## src/cafc_consts.vh

```
// Constants for the CAN acceptance filter configuration block.
// Included by the filter top, its monitor and the bench.
`ifndef CAFC_CONSTS_VH
`define CAFC_CONSTS_VH

// Register index map, word addresses on the plain register port
`define CAFC_ADDR_W 6
`define CAFC_CTRL0_ADDR 6'h00
`define CAFC_CTRL1_ADDR 6'h01
`define CAFC_CTRL2_ADDR 6'h02
`define CAFC_CTRL3_ADDR 6'h03
`define CAFC_MASK0_ADDR 6'h04
`define CAFC_STAT_ADDR 6'h08
`define CAFC_FID0_ADDR 6'h10
`define CAFC_FID_BLK 2'h1

// Filter control byte lane fields
`define CAFC_LANE_W 8
`define CAFC_EN_BIT 7
`define CAFC_MSEL_HI 6
`define CAFC_MSEL_LO 5
`define CAFC_FSEL_HI 4
`define CAFC_FSEL_LO 0

// Filter identifier register fields
`define CAFC_SID_HI 31
`define CAFC_SID_LO 21
`define CAFC_UNIMP_HI 20
`define CAFC_EXTENDED_SELECT_BIT 19
`define CAFC_UNIMP_LO 18
`define CAFC_EID_HI 17
`define CAFC_EID_LO 0
`define CAFC_FID_WMASK 32'hFFEBFFFF

// Reset values
`define CAFC_CTRL_RST 32'h00000000
`define CAFC_MASK_RST 32'h00000000

`endif

```

## src/cafc_filter_top.v

```verilog
// CAN acceptance filter configuration and matching.
// Assumes a plain register port and a protocol engine giving one id per pulse.
//
// Chosen here: strobed register access and the placing of the registers.
`include "cafc_consts.vh"

// Operation
// RULE1: A filter whose enable bit is clear matches nothing.
// RULE2: The two-bit mask select picks acceptance mask 0 to 3 for the filter.
// RULE3: A matching message is steered to the FIFO given by the filter's five-bit select.
// RULE4: Each control word holds four filters, one per byte lane, enable at the lane top.
// RULE5: Identifier bits 31-21 hold the standard identifier each received bit must equal.
// RULE6: Identifier bit 19 chooses extended-only or standard-only matching.
// RULE7: Identifier bits 17-0 hold the extended identifier each received bit must equal.
// RULE8: Identifier bits 20 and 18 read zero and ignore writes.
// RULE9: Writes to an identifier register are ignored while its filter is enabled.
// RULE10: Control fields and extended select clear at reset; identifier bits do not.
// RULE11: Sixteen identifier registers, 0-15, pair with same-numbered control fields.
// RULE12: A filter matches when masked id bits agree and the frame format agrees.
module cafc_filter_top #(
    parameter NUM_FILT = 16,
    parameter NUM_MASK = 4,
    parameter FIFO_W = 5
) (
    input wire clk_sys,
    input wire arst_n,
    input wire [`CAFC_ADDR_W-1:0] regAddr,
    input wire [31:0] regWrData,
    input wire regWrStb,
    input wire regRdStb,
    output reg [31:0] regRdData,
    input wire rxValid,
    input wire rxExtended,
    input wire [10:0] rxStdId,
    input wire [17:0] rxExtId,
    output reg matchValid,
    output reg matchHit,
    output reg [3:0] matchFilter,
    output reg [FIFO_W-1:0] matchFifo
);
    localparam NCTRL = NUM_FILT / 4;

    // Reset release
    reg rstSync1_ff;
    reg rstSync2_ff;
    wire rst_n;
    always @(posedge clk_sys or negedge arst_n) begin
        if (!arst_n) begin
            rstSync1_ff <= 1'b0;
            rstSync2_ff <= 1'b0;
        end else begin
            rstSync1_ff <= 1'b1;
            rstSync2_ff <= rstSync1_ff;
        end
    end
    assign rst_n = rstSync2_ff;

    // Register storage
    reg [31:0] ctrl_ff [0:NCTRL-1];
    reg [31:0] mask_ff [0:NUM_MASK-1];
    reg [NUM_FILT-1:0] exSel_ff;
    reg [NUM_FILT-1:0] hitLast_ff;
    reg [15:0] hitCount_ff;

    wire [NUM_FILT-1:0] filtEn;
    wire [NUM_FILT*2-1:0] filtMsel;
    wire [NUM_FILT*FIFO_W-1:0] filtFsel;
    wire [NUM_FILT*32-1:0] idWords;
    wire [31:0] idRdData;

    // Decode
    wire isCtrl = (regAddr[`CAFC_ADDR_W-1:2] == `CAFC_CTRL0_ADDR >> 2);
    wire isMask = (regAddr[`CAFC_ADDR_W-1:2] == `CAFC_MASK0_ADDR >> 2);
    wire isStat = (regAddr == `CAFC_STAT_ADDR);
    wire isFid = (regAddr[`CAFC_ADDR_W-1:4] == `CAFC_FID_BLK);
    wire [3:0] fidIdx = regAddr[3:0];
    wire [1:0] subIdx = regAddr[1:0];

    // Identifier writes only while the filter is disabled
    wire fidWr = regWrStb && isFid && !filtEn[fidIdx]; // RULE9

    cafc_id_store #(
        .NUM(NUM_FILT),
        .IDX_W(4)
    ) uIdStore (
        .clk_sys(clk_sys),
        .wrEn(fidWr),
        .wrIdx(fidIdx),
        .wrData(regWrData & `CAFC_FID_WMASK), // RULE8
        .rdIdx(fidIdx),
        .rdData(idRdData),
        .allWords(idWords)
    );

    // Control, mask and extended select registers
    integer i;
    always @(posedge clk_sys or negedge rst_n) begin
        if (!rst_n) begin
            for (i = 0; i < NCTRL; i = i + 1) begin
                ctrl_ff[i] <= `CAFC_CTRL_RST; // RULE10
            end
            for (i = 0; i < NUM_MASK; i = i + 1) begin
                mask_ff[i] <= `CAFC_MASK_RST;
            end
            exSel_ff <= {NUM_FILT{1'b0}}; // RULE10
        end else begin
            if (regWrStb && isCtrl) begin
                ctrl_ff[subIdx] <= regWrData;
            end
            if (regWrStb && isMask) begin
                mask_ff[subIdx] <= regWrData & `CAFC_FID_WMASK;
            end
            if (fidWr) begin
                exSel_ff[fidIdx] <= regWrData[`CAFC_EXTENDED_SELECT_BIT]; // RULE6
            end
        end
    end

    // Read path, data one cycle after the strobe
    reg rdCtrl_ff;
    reg rdFid_ff;
    reg [3:0] rdIdx_ff;
    reg [31:0] rdOther_ff;
    always @(posedge clk_sys or negedge rst_n) begin
        if (!rst_n) begin
            rdCtrl_ff <= 1'b0;
            rdFid_ff <= 1'b0;
            rdIdx_ff <= 4'h0;
            rdOther_ff <= 32'h00000000;
        end else begin
            rdFid_ff <= regRdStb && isFid;
            rdCtrl_ff <= regRdStb && !isFid;
            rdIdx_ff <= fidIdx;
            if (regRdStb && isCtrl) begin
                rdOther_ff <= ctrl_ff[subIdx];
            end else if (regRdStb && isMask) begin
                rdOther_ff <= mask_ff[subIdx];
            end else if (regRdStb && isStat) begin
                rdOther_ff <= {hitCount_ff, hitLast_ff};
            end else begin
                rdOther_ff <= 32'h00000000;
            end
        end
    end

    always @* begin
        if (rdFid_ff) begin
            regRdData = idRdData & `CAFC_FID_WMASK; // RULE8
            regRdData[`CAFC_EXTENDED_SELECT_BIT] = exSel_ff[rdIdx_ff];
        end else if (rdCtrl_ff) begin
            regRdData = rdOther_ff;
        end else begin
            regRdData = 32'h00000000;
        end
    end

    // Per-filter field extraction and match
    wire [NUM_FILT-1:0] filtHit;
    genvar f;
    generate
        for (f = 0; f < NUM_FILT; f = f + 1) begin : gFilt
            wire [7:0] lane = ctrl_ff[f/4][(f%4)*8 +: 8]; // RULE4 RULE11
            wire [31:0] idw = idWords[f*32 +: 32];
            wire [1:0] msel = lane[`CAFC_MSEL_HI:`CAFC_MSEL_LO];
            wire [31:0] msk = mask_ff[msel]; // RULE2
            wire [10:0] sidDiff = (rxStdId ^ idw[`CAFC_SID_HI:`CAFC_SID_LO])
                & msk[`CAFC_SID_HI:`CAFC_SID_LO]; // RULE5
            wire [17:0] eidDiff = (rxExtId ^ idw[`CAFC_EID_HI:`CAFC_EID_LO])
                & msk[`CAFC_EID_HI:`CAFC_EID_LO]; // RULE7
            wire idOk = (sidDiff == 11'h000) && (!rxExtended || eidDiff == 18'h00000);
            assign filtEn[f] = lane[`CAFC_EN_BIT];
            assign filtMsel[f*2 +: 2] = msel;
            assign filtFsel[f*FIFO_W +: FIFO_W] = lane[`CAFC_FSEL_HI:`CAFC_FSEL_LO];
            assign filtHit[f] = filtEn[f] // RULE1
                && (exSel_ff[f] == rxExtended) // RULE6
                && idOk; // RULE12
        end
    endgenerate

    // Lowest numbered hitting filter wins
    reg anyHit;
    reg [3:0] firstHit;
    integer k;
    always @* begin
        anyHit = 1'b0;
        firstHit = 4'h0;
        for (k = NUM_FILT - 1; k >= 0; k = k - 1) begin
            if (filtHit[k]) begin
                anyHit = 1'b1;
                firstHit = k[3:0];
            end
        end
    end

    always @(posedge clk_sys or negedge rst_n) begin
        if (!rst_n) begin
            matchValid <= 1'b0;
            matchHit <= 1'b0;
            matchFilter <= 4'h0;
            matchFifo <= {FIFO_W{1'b0}};
            hitLast_ff <= {NUM_FILT{1'b0}};
            hitCount_ff <= 16'h0000;
        end else begin
            matchValid <= rxValid;
            if (rxValid) begin
                matchHit <= anyHit;
                matchFilter <= firstHit;
                matchFifo <= filtFsel[firstHit*FIFO_W +: FIFO_W]; // RULE3
                hitLast_ff <= filtHit;
                if (anyHit) begin
                    hitCount_ff <= hitCount_ff + 16'h0001;
                end
            end
        end
    end
endmodule

```

## src/cafc_id_store.v

```verilog
// Identifier store: sixteen filter identifier words, registered read port.
// Assumes writes are gated by the caller; holds no reset on identifier bits.
module cafc_id_store #(
    parameter NUM = 16,
    parameter IDX_W = 4
) (
    input wire clk_sys,
    input wire wrEn,
    input wire [IDX_W-1:0] wrIdx,
    input wire [31:0] wrData,
    input wire [IDX_W-1:0] rdIdx,
    output reg [31:0] rdData,
    output wire [NUM*32-1:0] allWords
);
    reg [31:0] mem_ff [0:NUM-1];
    genvar g;

    always @(posedge clk_sys) begin
        if (wrEn) begin
            mem_ff[wrIdx] <= wrData;
        end
        rdData <= mem_ff[rdIdx];
    end

    generate
        for (g = 0; g < NUM; g = g + 1) begin : gFlat
            assign allWords[g*32 +: 32] = mem_ff[g];
        end
    endgenerate
endmodule

```

## config.mk

```make
export PLATFORM = sky130hd
export DESIGN_NAME = cafc_filter_top
export DESIGN_NICKNAME = d
export VERILOG_FILES = /design/src/cafc_filter_top.v /design/src/cafc_id_store.v
export VERILOG_INCLUDE_DIRS = /design/src
export SDC_FILE = /design/constraint.sdc
export NUM_CORES = 2
export LEC_CHECK = 0
export BUFFER_PORTS_ARGS = -buffer_cell sky130_fd_sc_hd__buf_4
export CORE_MARGIN = 5
export CORE_UTILIZATION = 50
export CTS_CLUSTER_DIAMETER = 100
export CTS_CLUSTER_SIZE = 28
export DETAILED_ROUTE_END_ITERATION = 8
export PLACE_DENSITY = 0.63
export REMOVE_ABC_BUFFERS = 1
export SLEW_MARGIN = 20
export SYNTH_ARGS = -nofsm -noshare
export SYNTH_HDL_FRONTEND = slang
export SYNTH_SLANG_ARGS = --single-unit
export TNS_END_PERCENT = 20
```

## constraint.sdc

```tcl
create_clock -name clk_sys -period 22 [get_ports clk_sys]
set_input_delay 1.1 -clock clk_sys [delete_from_list [all_inputs] [get_ports clk_sys]]
set_output_delay 1.1 -clock clk_sys [all_outputs]
set_load 0.03 [all_outputs]
```

# Word-level counts from Yosys, hierarchy flattened
# Memories as Yosys holds them, arrays and structs flattened. A register that Yosys moved wholly into a read port is not among the register bits.
# Index checks and enable logic that the tools add are counted.
word_totals:
  regBits: 355
  ramBits: 480
  input_bits: 73
  output_inout_bits: 43
  n_memories: 1
memory_table:
  columns: ["memory", "depth", "width", "read_ports", "rd_ports_with_merged_regs", "write_ports", "line", "text"]
  rows:
  - ["uIdStore.mem_ff", 16, 30, 17, 1, 1, "cafc_id_store.v:15", "reg [31:0] mem_ff [0:NUM-1];"]
op_classes:
  add_sub_neg: 1
  mul: 1
  n_lt_le_gt_ge: 21
  eq_ne: 19
  shift: 1
  mux: 104
  n_bitwise: 81
  reduce_logical: 112
op_table:
  columns: ["operator", "n"]
  rows:
  - ["$mux W32", 42]
  - ["$bmux W32 S2", 18]
  - ["$and A18 B18 Y18", 16]
  - ["$logic_not A18 Y1", 16]
  - ["$xor A18 B18 Y18", 16]
  - ["$bwmux W128", 2]
  - ["$and A11 B11 Y11", 16]
  - ["$logic_not A11 Y1", 16]
  - ["$xor A11 B11 Y11", 16]
  - ["$shiftx A80 B8 Y5", 1]
  - ["$demux W32 S2", 1]
  - ["$mux W4", 16]
  - ["$logic_and A1 B1 Y1", 59]
  - ["$ge A3 B3 Y1 const B", 17]
  - ["$not A2 Y3", 17]
  - ["$mux W1", 21]
  - ["$add A16 B1 Y16 const B", 1]
  - ["$bwmux W16", 1]
  - ["$eq A1 B1 Y1", 16]
  - ["$logic_or A1 B1 Y1", 16]
  - ["$lt A4 B5 Y1 const B", 2]
  - ["$bmux W1 S4", 2]
  - ["$mul A4 B3 Y7 const B", 1]
  - ["$eq A6 B4 Y1 const B", 1]
  - ["other kinds (8)", 10]

# Longest topological paths before layout
logic_depth:
  ltp_word: 27
  depth_mapped: 15
  depth_no_buf: 12

# Cells and area by module
# Synthesis repeated with hierarchy kept, for this count alone.
unflattened:
  cells_unflattened: 3561
  hier_area_um2: 54154.4
modules_own_cells:
  columns: ["module", "instances", "cells_per_inst", "area_each_um2"]
  rows:
  - ["cafc_filter_top", 1, 2723, 34300.4]
  - ["cafc_id_store", 1, 838, 19854.0]

# Worst setup path after synthesis
# OpenSTA, ideal clock, no wires.
synth_timing:
  kind: "input to register"
  startpoint: "input rxExtId[11]"
  endpoint: "register matchFifo[3]"
  setup_time_ns: 0.137
  arrival_ns: 4.078
  setup_slack_ns: 17.785
  path_stages: 14
  n_path_buf: 3
  cell_sequence: "clkbuf_1 buf_1 xor2_1 a22o_1 a221oi_1 nand4_1 a211o_1 nand3_1 nand3_1 o21ai_1 buf_2 mux2_2 a21oi_1 o211ai_1"
synth_via:
  elab_chain_len: 24
synth_rtl:
  columns: ["item", "line", "text"]
  rows:
  - ["start: declaration", "cafc_filter_top.v:35", "input wire [17:0] rxExtId,"]
  - ["$xor A18 B18 Y18", "cafc_filter_top.v:168", "wire [17:0] eidDiff = (rxExtId ^ idw[`CAFC_EID_HI:`CAFC_EID_LO])"]
  - ["$and A18 B18 Y18", "cafc_filter_top.v:168", null]
  - ["$logic_not A18 Y1", "cafc_filter_top.v:170", "wire idOk = (sidDiff == 11'h000) && (!rxExtended || eidDiff == 18'h00000);"]
  - ["$logic_or A1 B1 Y1", "cafc_filter_top.v:170", null]
  - ["$logic_and A1 B1 Y1", "cafc_filter_top.v:170", null]
  - ["$logic_and A1 B1 Y1", "cafc_filter_top.v:176", "&& idOk;"]
  - ["$mux W4 (15 in series)", "cafc_filter_top.v:188", "if (filtHit[k]) begin"]
  - ["$mux W4 (*)", "cafc_filter_top.v:188", null]
  - ["$mul A4 B3 Y7 (*)", "cafc_filter_top.v:208", "matchFifo <= filtFsel[firstHit*FIFO_W +: FIFO_W];"]
  - ["$shiftx A80 B8 Y5 (*)", "cafc_filter_top.v:208", null]
  - ["end signal: assignment", "cafc_filter_top.v:200", "matchFifo <= {FIFO_W{1'b0}};"]
  - ["end signal: assignment", "cafc_filter_top.v:208", null]
  - ["end: declaration", "cafc_filter_top.v:39", "output reg [FIFO_W-1:0] matchFifo"]
# Every way passes the cells marked *; elsewhere a longest branch is shown, timed or not.
# A chain may end at the register's enable or synchronous reset.

# Worst setup path in the final report
layout_timing:
  startpoint: "register ctrl_ff[5] (netlist name)"
  endpoint: "register matchFifo[2]"
layout_via:
  elab_chain_len: 24
layout_rtl:
  columns: ["item", "line", "text"]
  rows:
  - ["start: declaration", "cafc_filter_top.v:59", "reg [31:0] ctrl_ff [0:NCTRL-1];"]
  - ["start signal: indexed assignment", "cafc_filter_top.v:100", "ctrl_ff[i] <= `CAFC_CTRL_RST;"]
  - ["start signal: indexed assignment", "cafc_filter_top.v:108", "ctrl_ff[subIdx] <= regWrData;"]
  - ["$not A2 Y3 (not written as such) (*)", "cafc_filter_top.v:165", "wire [31:0] msk = mask_ff[msel];"]
  - ["$bmux W32 S2 (*)", "cafc_filter_top.v:165", null]
  - ["$mux W32 (not written as such) (*) (2 in series)", "cafc_filter_top.v:165", null]
  - ["$and A18 B18 Y18", "cafc_filter_top.v:168", null]
  - ["$logic_not A18 Y1", "cafc_filter_top.v:170", null]
  - ["$logic_or A1 B1 Y1", "cafc_filter_top.v:170", null]
  - ["$logic_and A1 B1 Y1 (*)", "cafc_filter_top.v:170", null]
  - ["$logic_and A1 B1 Y1 (*)", "cafc_filter_top.v:176", null]
  - ["$mux W4 (*) (13 in series)", "cafc_filter_top.v:188", null]
  - ["$mul A4 B3 Y7 (*)", "cafc_filter_top.v:208", null]
  - ["$shiftx A80 B8 Y5 (*)", "cafc_filter_top.v:208", null]
# Every way passes the cells marked *; elsewhere a longest branch is shown, timed or not. The select of a mux whose other input is x is not followed.

==> run_results.csv <==
group,metric,value,unit
drt,vias_per_cell,7.98,
worst_setup_path,r2r-start,"ctrl_ff[5]$_DFFE_PN0P_",
sta,slew_headroom,0.262,
synth,synth_compound_area_frac,0.0509,
sta,hold_viol,0,
global_routing,grt_util_met2,0.640,
global_routing,grt_pass1_vias,37000,
global_routing,gr-usage-met3,0.111,
final_layout,syn2layout_area_growth,6.58,%
floorplan,die_h,333,um
global_routing,track_usage,0.422,
worst_setup_path,worst-path-buf-inv,2,
drt,first_pass_iters,8,
run,cap_violations,0,
drt,drc,0,
synth,yosysWarningCount,0,
power,p_leak,20.0,nW
power,seqPwrFrac,0.474,
synth,synth_mux_area_frac,0.361,
floorplan,io_pins,116,
floorplan,die_area,0.111,mm^2
cts,cts_resized,0,
worst_setup_path,path_cells,"buf_4 -> mux4_2 -> a22o_1 -> a221oi_1 -> nand4_1 -> a211oi_2 -> a21oi_1 -> a211oi_1 -> o21ai_4 -> buf_4 -> mux2i_1 -> nor2_1 -> a211oi_1 -> o211ai_1",
worst_setup_path,critPathSlowestCell,"dfrtp_2",
floorplan,die_x,333,um
sta,tightest_slew,1110,ps
global_routing,met1_usage,0.523,
worst_setup_path,worstSetupStartpoint,"ctrl_ff[5]$_DFFE_PN0P_",
placed_design,post_dp_cell_area,0.0542,mm^2
sta,fmax,165,MHz
synth,synth_ff_type,"edfxtp_1",
synth,synth_area,0.0522,mm^2
drt,vias,37500,
cts,post_cts_buffers,0,
synth,synth_seq_area_share,0.444,
placed_design,dp_cells,4610,
synth,synth_area_per_cell,15.4,um^2
worst_setup_path,path_max_fanout,41,
final_layout,final_nets,3347,
placed_design,dp_hpwl,156000,um
global_routing,grt_pass1_wl,324000,um
power,power,4.31,mW
synth,synthAdderAreaFrac,0.000240,
synth,ys_ff_latch,840,
worst_setup_path,critPathArrivalTime,6600,ps
synth,synth_top_family_by_area,"multiplexers",
final_layout,stdcell_count,4694,
status,outcome,"finished clean",
cts,cts_buffers,41,
cts,cts_sinks,840,
final_layout,design_area,0.0556,mm^2
sta,fin_tns_setup,0,ps
worst_setup_path,cp-end-kind,"register",
hold_path,hold_class,"in2async",
floorplan,start_util,0.504,
worst_setup_path,worstSetupPathType,"reg2reg",
global_routing,grt_max_degree,73,
sta,skew,62.2,ps
final_layout,utilization,0.537,
power,power.switching,1.59,mW
power,clock_power_share,0.231,
worst_setup_path,r2r-end,"matchFifo[2]$_DFFE_PN0P_",
synth,synth_cell_types,53,
cts,clk_latency,730,ps
synth,synthArstFlopShare,0.413,
global_routing,grt.overflow.total,0,
cts,htreeDepth,2,
power,swShare,0.368,
cts,root_buffer,"clkbuf_16",
synth,synth-edff-count,464,
sta,finalMaxSlewViolations,0,
global_routing,busiest_layer,"met2",
power,vdd_drop_max,0.0000691,V
cts,cts_tree,"done",
cts,ctsHoldBuffers,0,
global_routing,antenna_found_initial,11,
synth,yosys.area_share.xor_xnor,0.0830,
floorplan,core-area,0.104,mm^2
drt,postRouteAntennaNets,0,
sta,layout_min_cycle_time,6050,ps
placed_design,portBuffers,115,
worst_setup_path,critPathTopFamily,"compound AO/OA/AOI/OAI gates",
worst_setup_path,worstSetupStartpointType,"register",
cts,path_clk_slew,120,ps
synth,yosys.area_share.simple,0.0313,
drt,wl_per_cell,50.5,um
worst_setup_path,slowest_delay,910,ps
power,p_int,2.72,mW
sta,finalSetupViolations,0,
drt,drt_wl_total,237000,um
floorplan,rows,118,
synth,synthCells,3399,
worst_setup_path,rrSetupSlack,15950,ps
power,pwr-share-comb,0.295,
sta,rsz0062_at_grt,"no",
drt,drt_iter0_drc,6562,
placed_design,gp_congestion,1.05,
worst_setup_path,crit_required,22540,ps
cts,cts.path.max_buffers,3,
sta,fin_crit_sh,0.275,
final_layout,drive_gt1_frac,0.390,
power,p_per_area,77.4,mW/mm^2
worst_setup_path,r2r_cells,14,
==> worst register-to-register path: stages (launching register included) <==
cell and delay (ps):
dfrtp_2 910, buf_4 510, mux4_2 610, a22o_1 240, a221oi_1 790, nand4_1 410
a211oi_2 620, a21oi_1 130, a211oi_1 400, o21ai_4 110, buf_4 350, mux2i_1 300
nor2_1 70, a211oi_1 270, o211ai_1 130
==> final cells by class <==
class | instances | area, um^2
clock inverters | 17 | 205
well taps | 1380 | 1730
fillers | 8474 | 48000
clock buffers | 59 | 1180
diodes | 8 | 20.0
multi-input cells | 2177 | 27700
inverters | 6 | 22.5
repair buffers | 207 | 1570
flip-flops and latches | 840 | 23200
==> synth_stat cells, types with 2 or more instances <==
| library cell | n | share of area |
|---|---|---|
| mux4_2 | 680 | 0.29 |
| xor2_1 | 470 | 0.079 |
| edfxtp_1 | 464 | 0.27 |
| dfrtp_1 | 347 | 0.17 |
| mux2_2 | 281 | 0.061 |
| clkbuf_1 | 239 | 0.017 |
| a22oi_1 | 195 | 0.028 |
| nand2_1 | 150 | 0.011 |
| buf_1 | 69 | 0.0050 |
| buf_2 | 61 | 0.0058 |
| a22o_1 | 60 | 0.010 |
| nand4_1 | 60 | 0.0072 |
| nor2_1 | 58 | 0.0042 |
| mux2i_1 | 35 | 0.0067 |
| dfxtp_1 | 29 | 0.011 |
| xnor2_1 | 25 | 0.0042 |
| a221oi_1 | 24 | 0.0040 |
| nand3_1 | 22 | 0.0021 |
| a21oi_1 | 13 | 0.0012 |
| and2_1 | 12 | 0.0014 |
| and3_1 | 11 | 0.0013 |
| o21ai_0 | 11 | 0.0011 |
| o211ai_1 | 8 | 0.0012 |
| a211oi_1 | 7 | 0.0010 |
| o31ai_1 | 7 | 0.0010 |
| buf_4 | 6 | 0.00086 |
| inv_1 | 6 | 0.00043 |
| nor2b_1 | 6 | 0.00072 |
| a211o_1 | 5 | 0.00084 |
| nor3_1 | 5 | 0.00048 |
| nand2b_1 | 4 | 0.00048 |
| a211oi_2 | 3 | 0.00072 |
| and4_1 | 3 | 0.00050 |
| or3_1 | 3 | 0.00036 |
| or4_1 | 2 | 0.00029 |
==> power groups by stage <==
stage	Sequential (mW)	Combinational [mW]	Clock, mW
after detailed placement	2.06	1.23	0
after floorplan	1.99	0.678	0
final	2.04	1.27	0.993
after CTS	2.02	1.23	0.996
after global placement	2.05	1.22	0
after global routing	2.04	1.29	1.05
==> worst max path at each step <==
stage / end / cells past startpoint
after floorplan: ctrl_ff[0]$_DFFE_PN0P_ / 0
after global placement: hitCount_ff[15]$_DFFE_PN0P_ / 13
after detailed placement: matchFifo[2]$_DFFE_PN0P_ / 14
after CTS: matchFifo[2]$_DFFE_PN0P_ / 14
after global routing: matchFifo[2]$_DFFE_PN0P_ / 14
final: matchFifo[2]$_DFFE_PN0P_ / 14
==> sequential cells by signal, indices dropped and copies added (netlist names) <==
signal and flops:
uIdStore.mem_ff 464, ctrl_ff 128, mask_ff 120, rdOther_ff 32
uIdStore.rdData 29, exSel_ff 16, hitCount_ff 16, hitLast_ff 16
matchFifo 5, matchFilter 4, rdIdx_ff 4, matchHit 1
matchValid 1, rdCtrl_ff 1, rdFid_ff 1, rstSync1_ff 1
rstSync2_ff 1
==> cell usage in the layout (no fill, tap or decap), types with 35 or more instances in the layout <==
cell type	count
buf_4	203
clkbuf_16	44
mux2i_1	35
dfrtp_1	329
a22oi_1	195
xor2_1	468
nand4_1	60
mux4_2	680
edfxtp_1	464
nand2_1	144
nor2_1	41
a22o_1	60
mux2_2	281
==> per-stage QoR <==
stage                     worst slack (ps)  hold slack, ps
after floorplan                      11610             331
after global placement               16150             315
after detailed placement             16140             326
after CTS                            16070             164
after global routing                 15850             142
final                                15950             175
==> layer usage <==
layer / part of all wire / up-vias
li1: - / 13400
met1: 0.33 / 19800
met2: 0.45 / 3390
met3: 0.12 / 886
met4: 0.10 / 2
met5: 0.000046 / -
==> logic make-up after synthesis <==
| kind of cell | count (synthesis) |
|---|---|
| multiplexers | 996 |
| flip-flops | 840 |
| XOR/XNOR | 495 |
| buffers and inverters | 382 |
| AND/OR/NAND/NOR | 343 |
| AO/OA/AOI/OAI | 341 |
| adder cells (fa/ha/maj) | 1 |
| other | 1 |
Note: power is estimated with default switching activity, not from simulation.
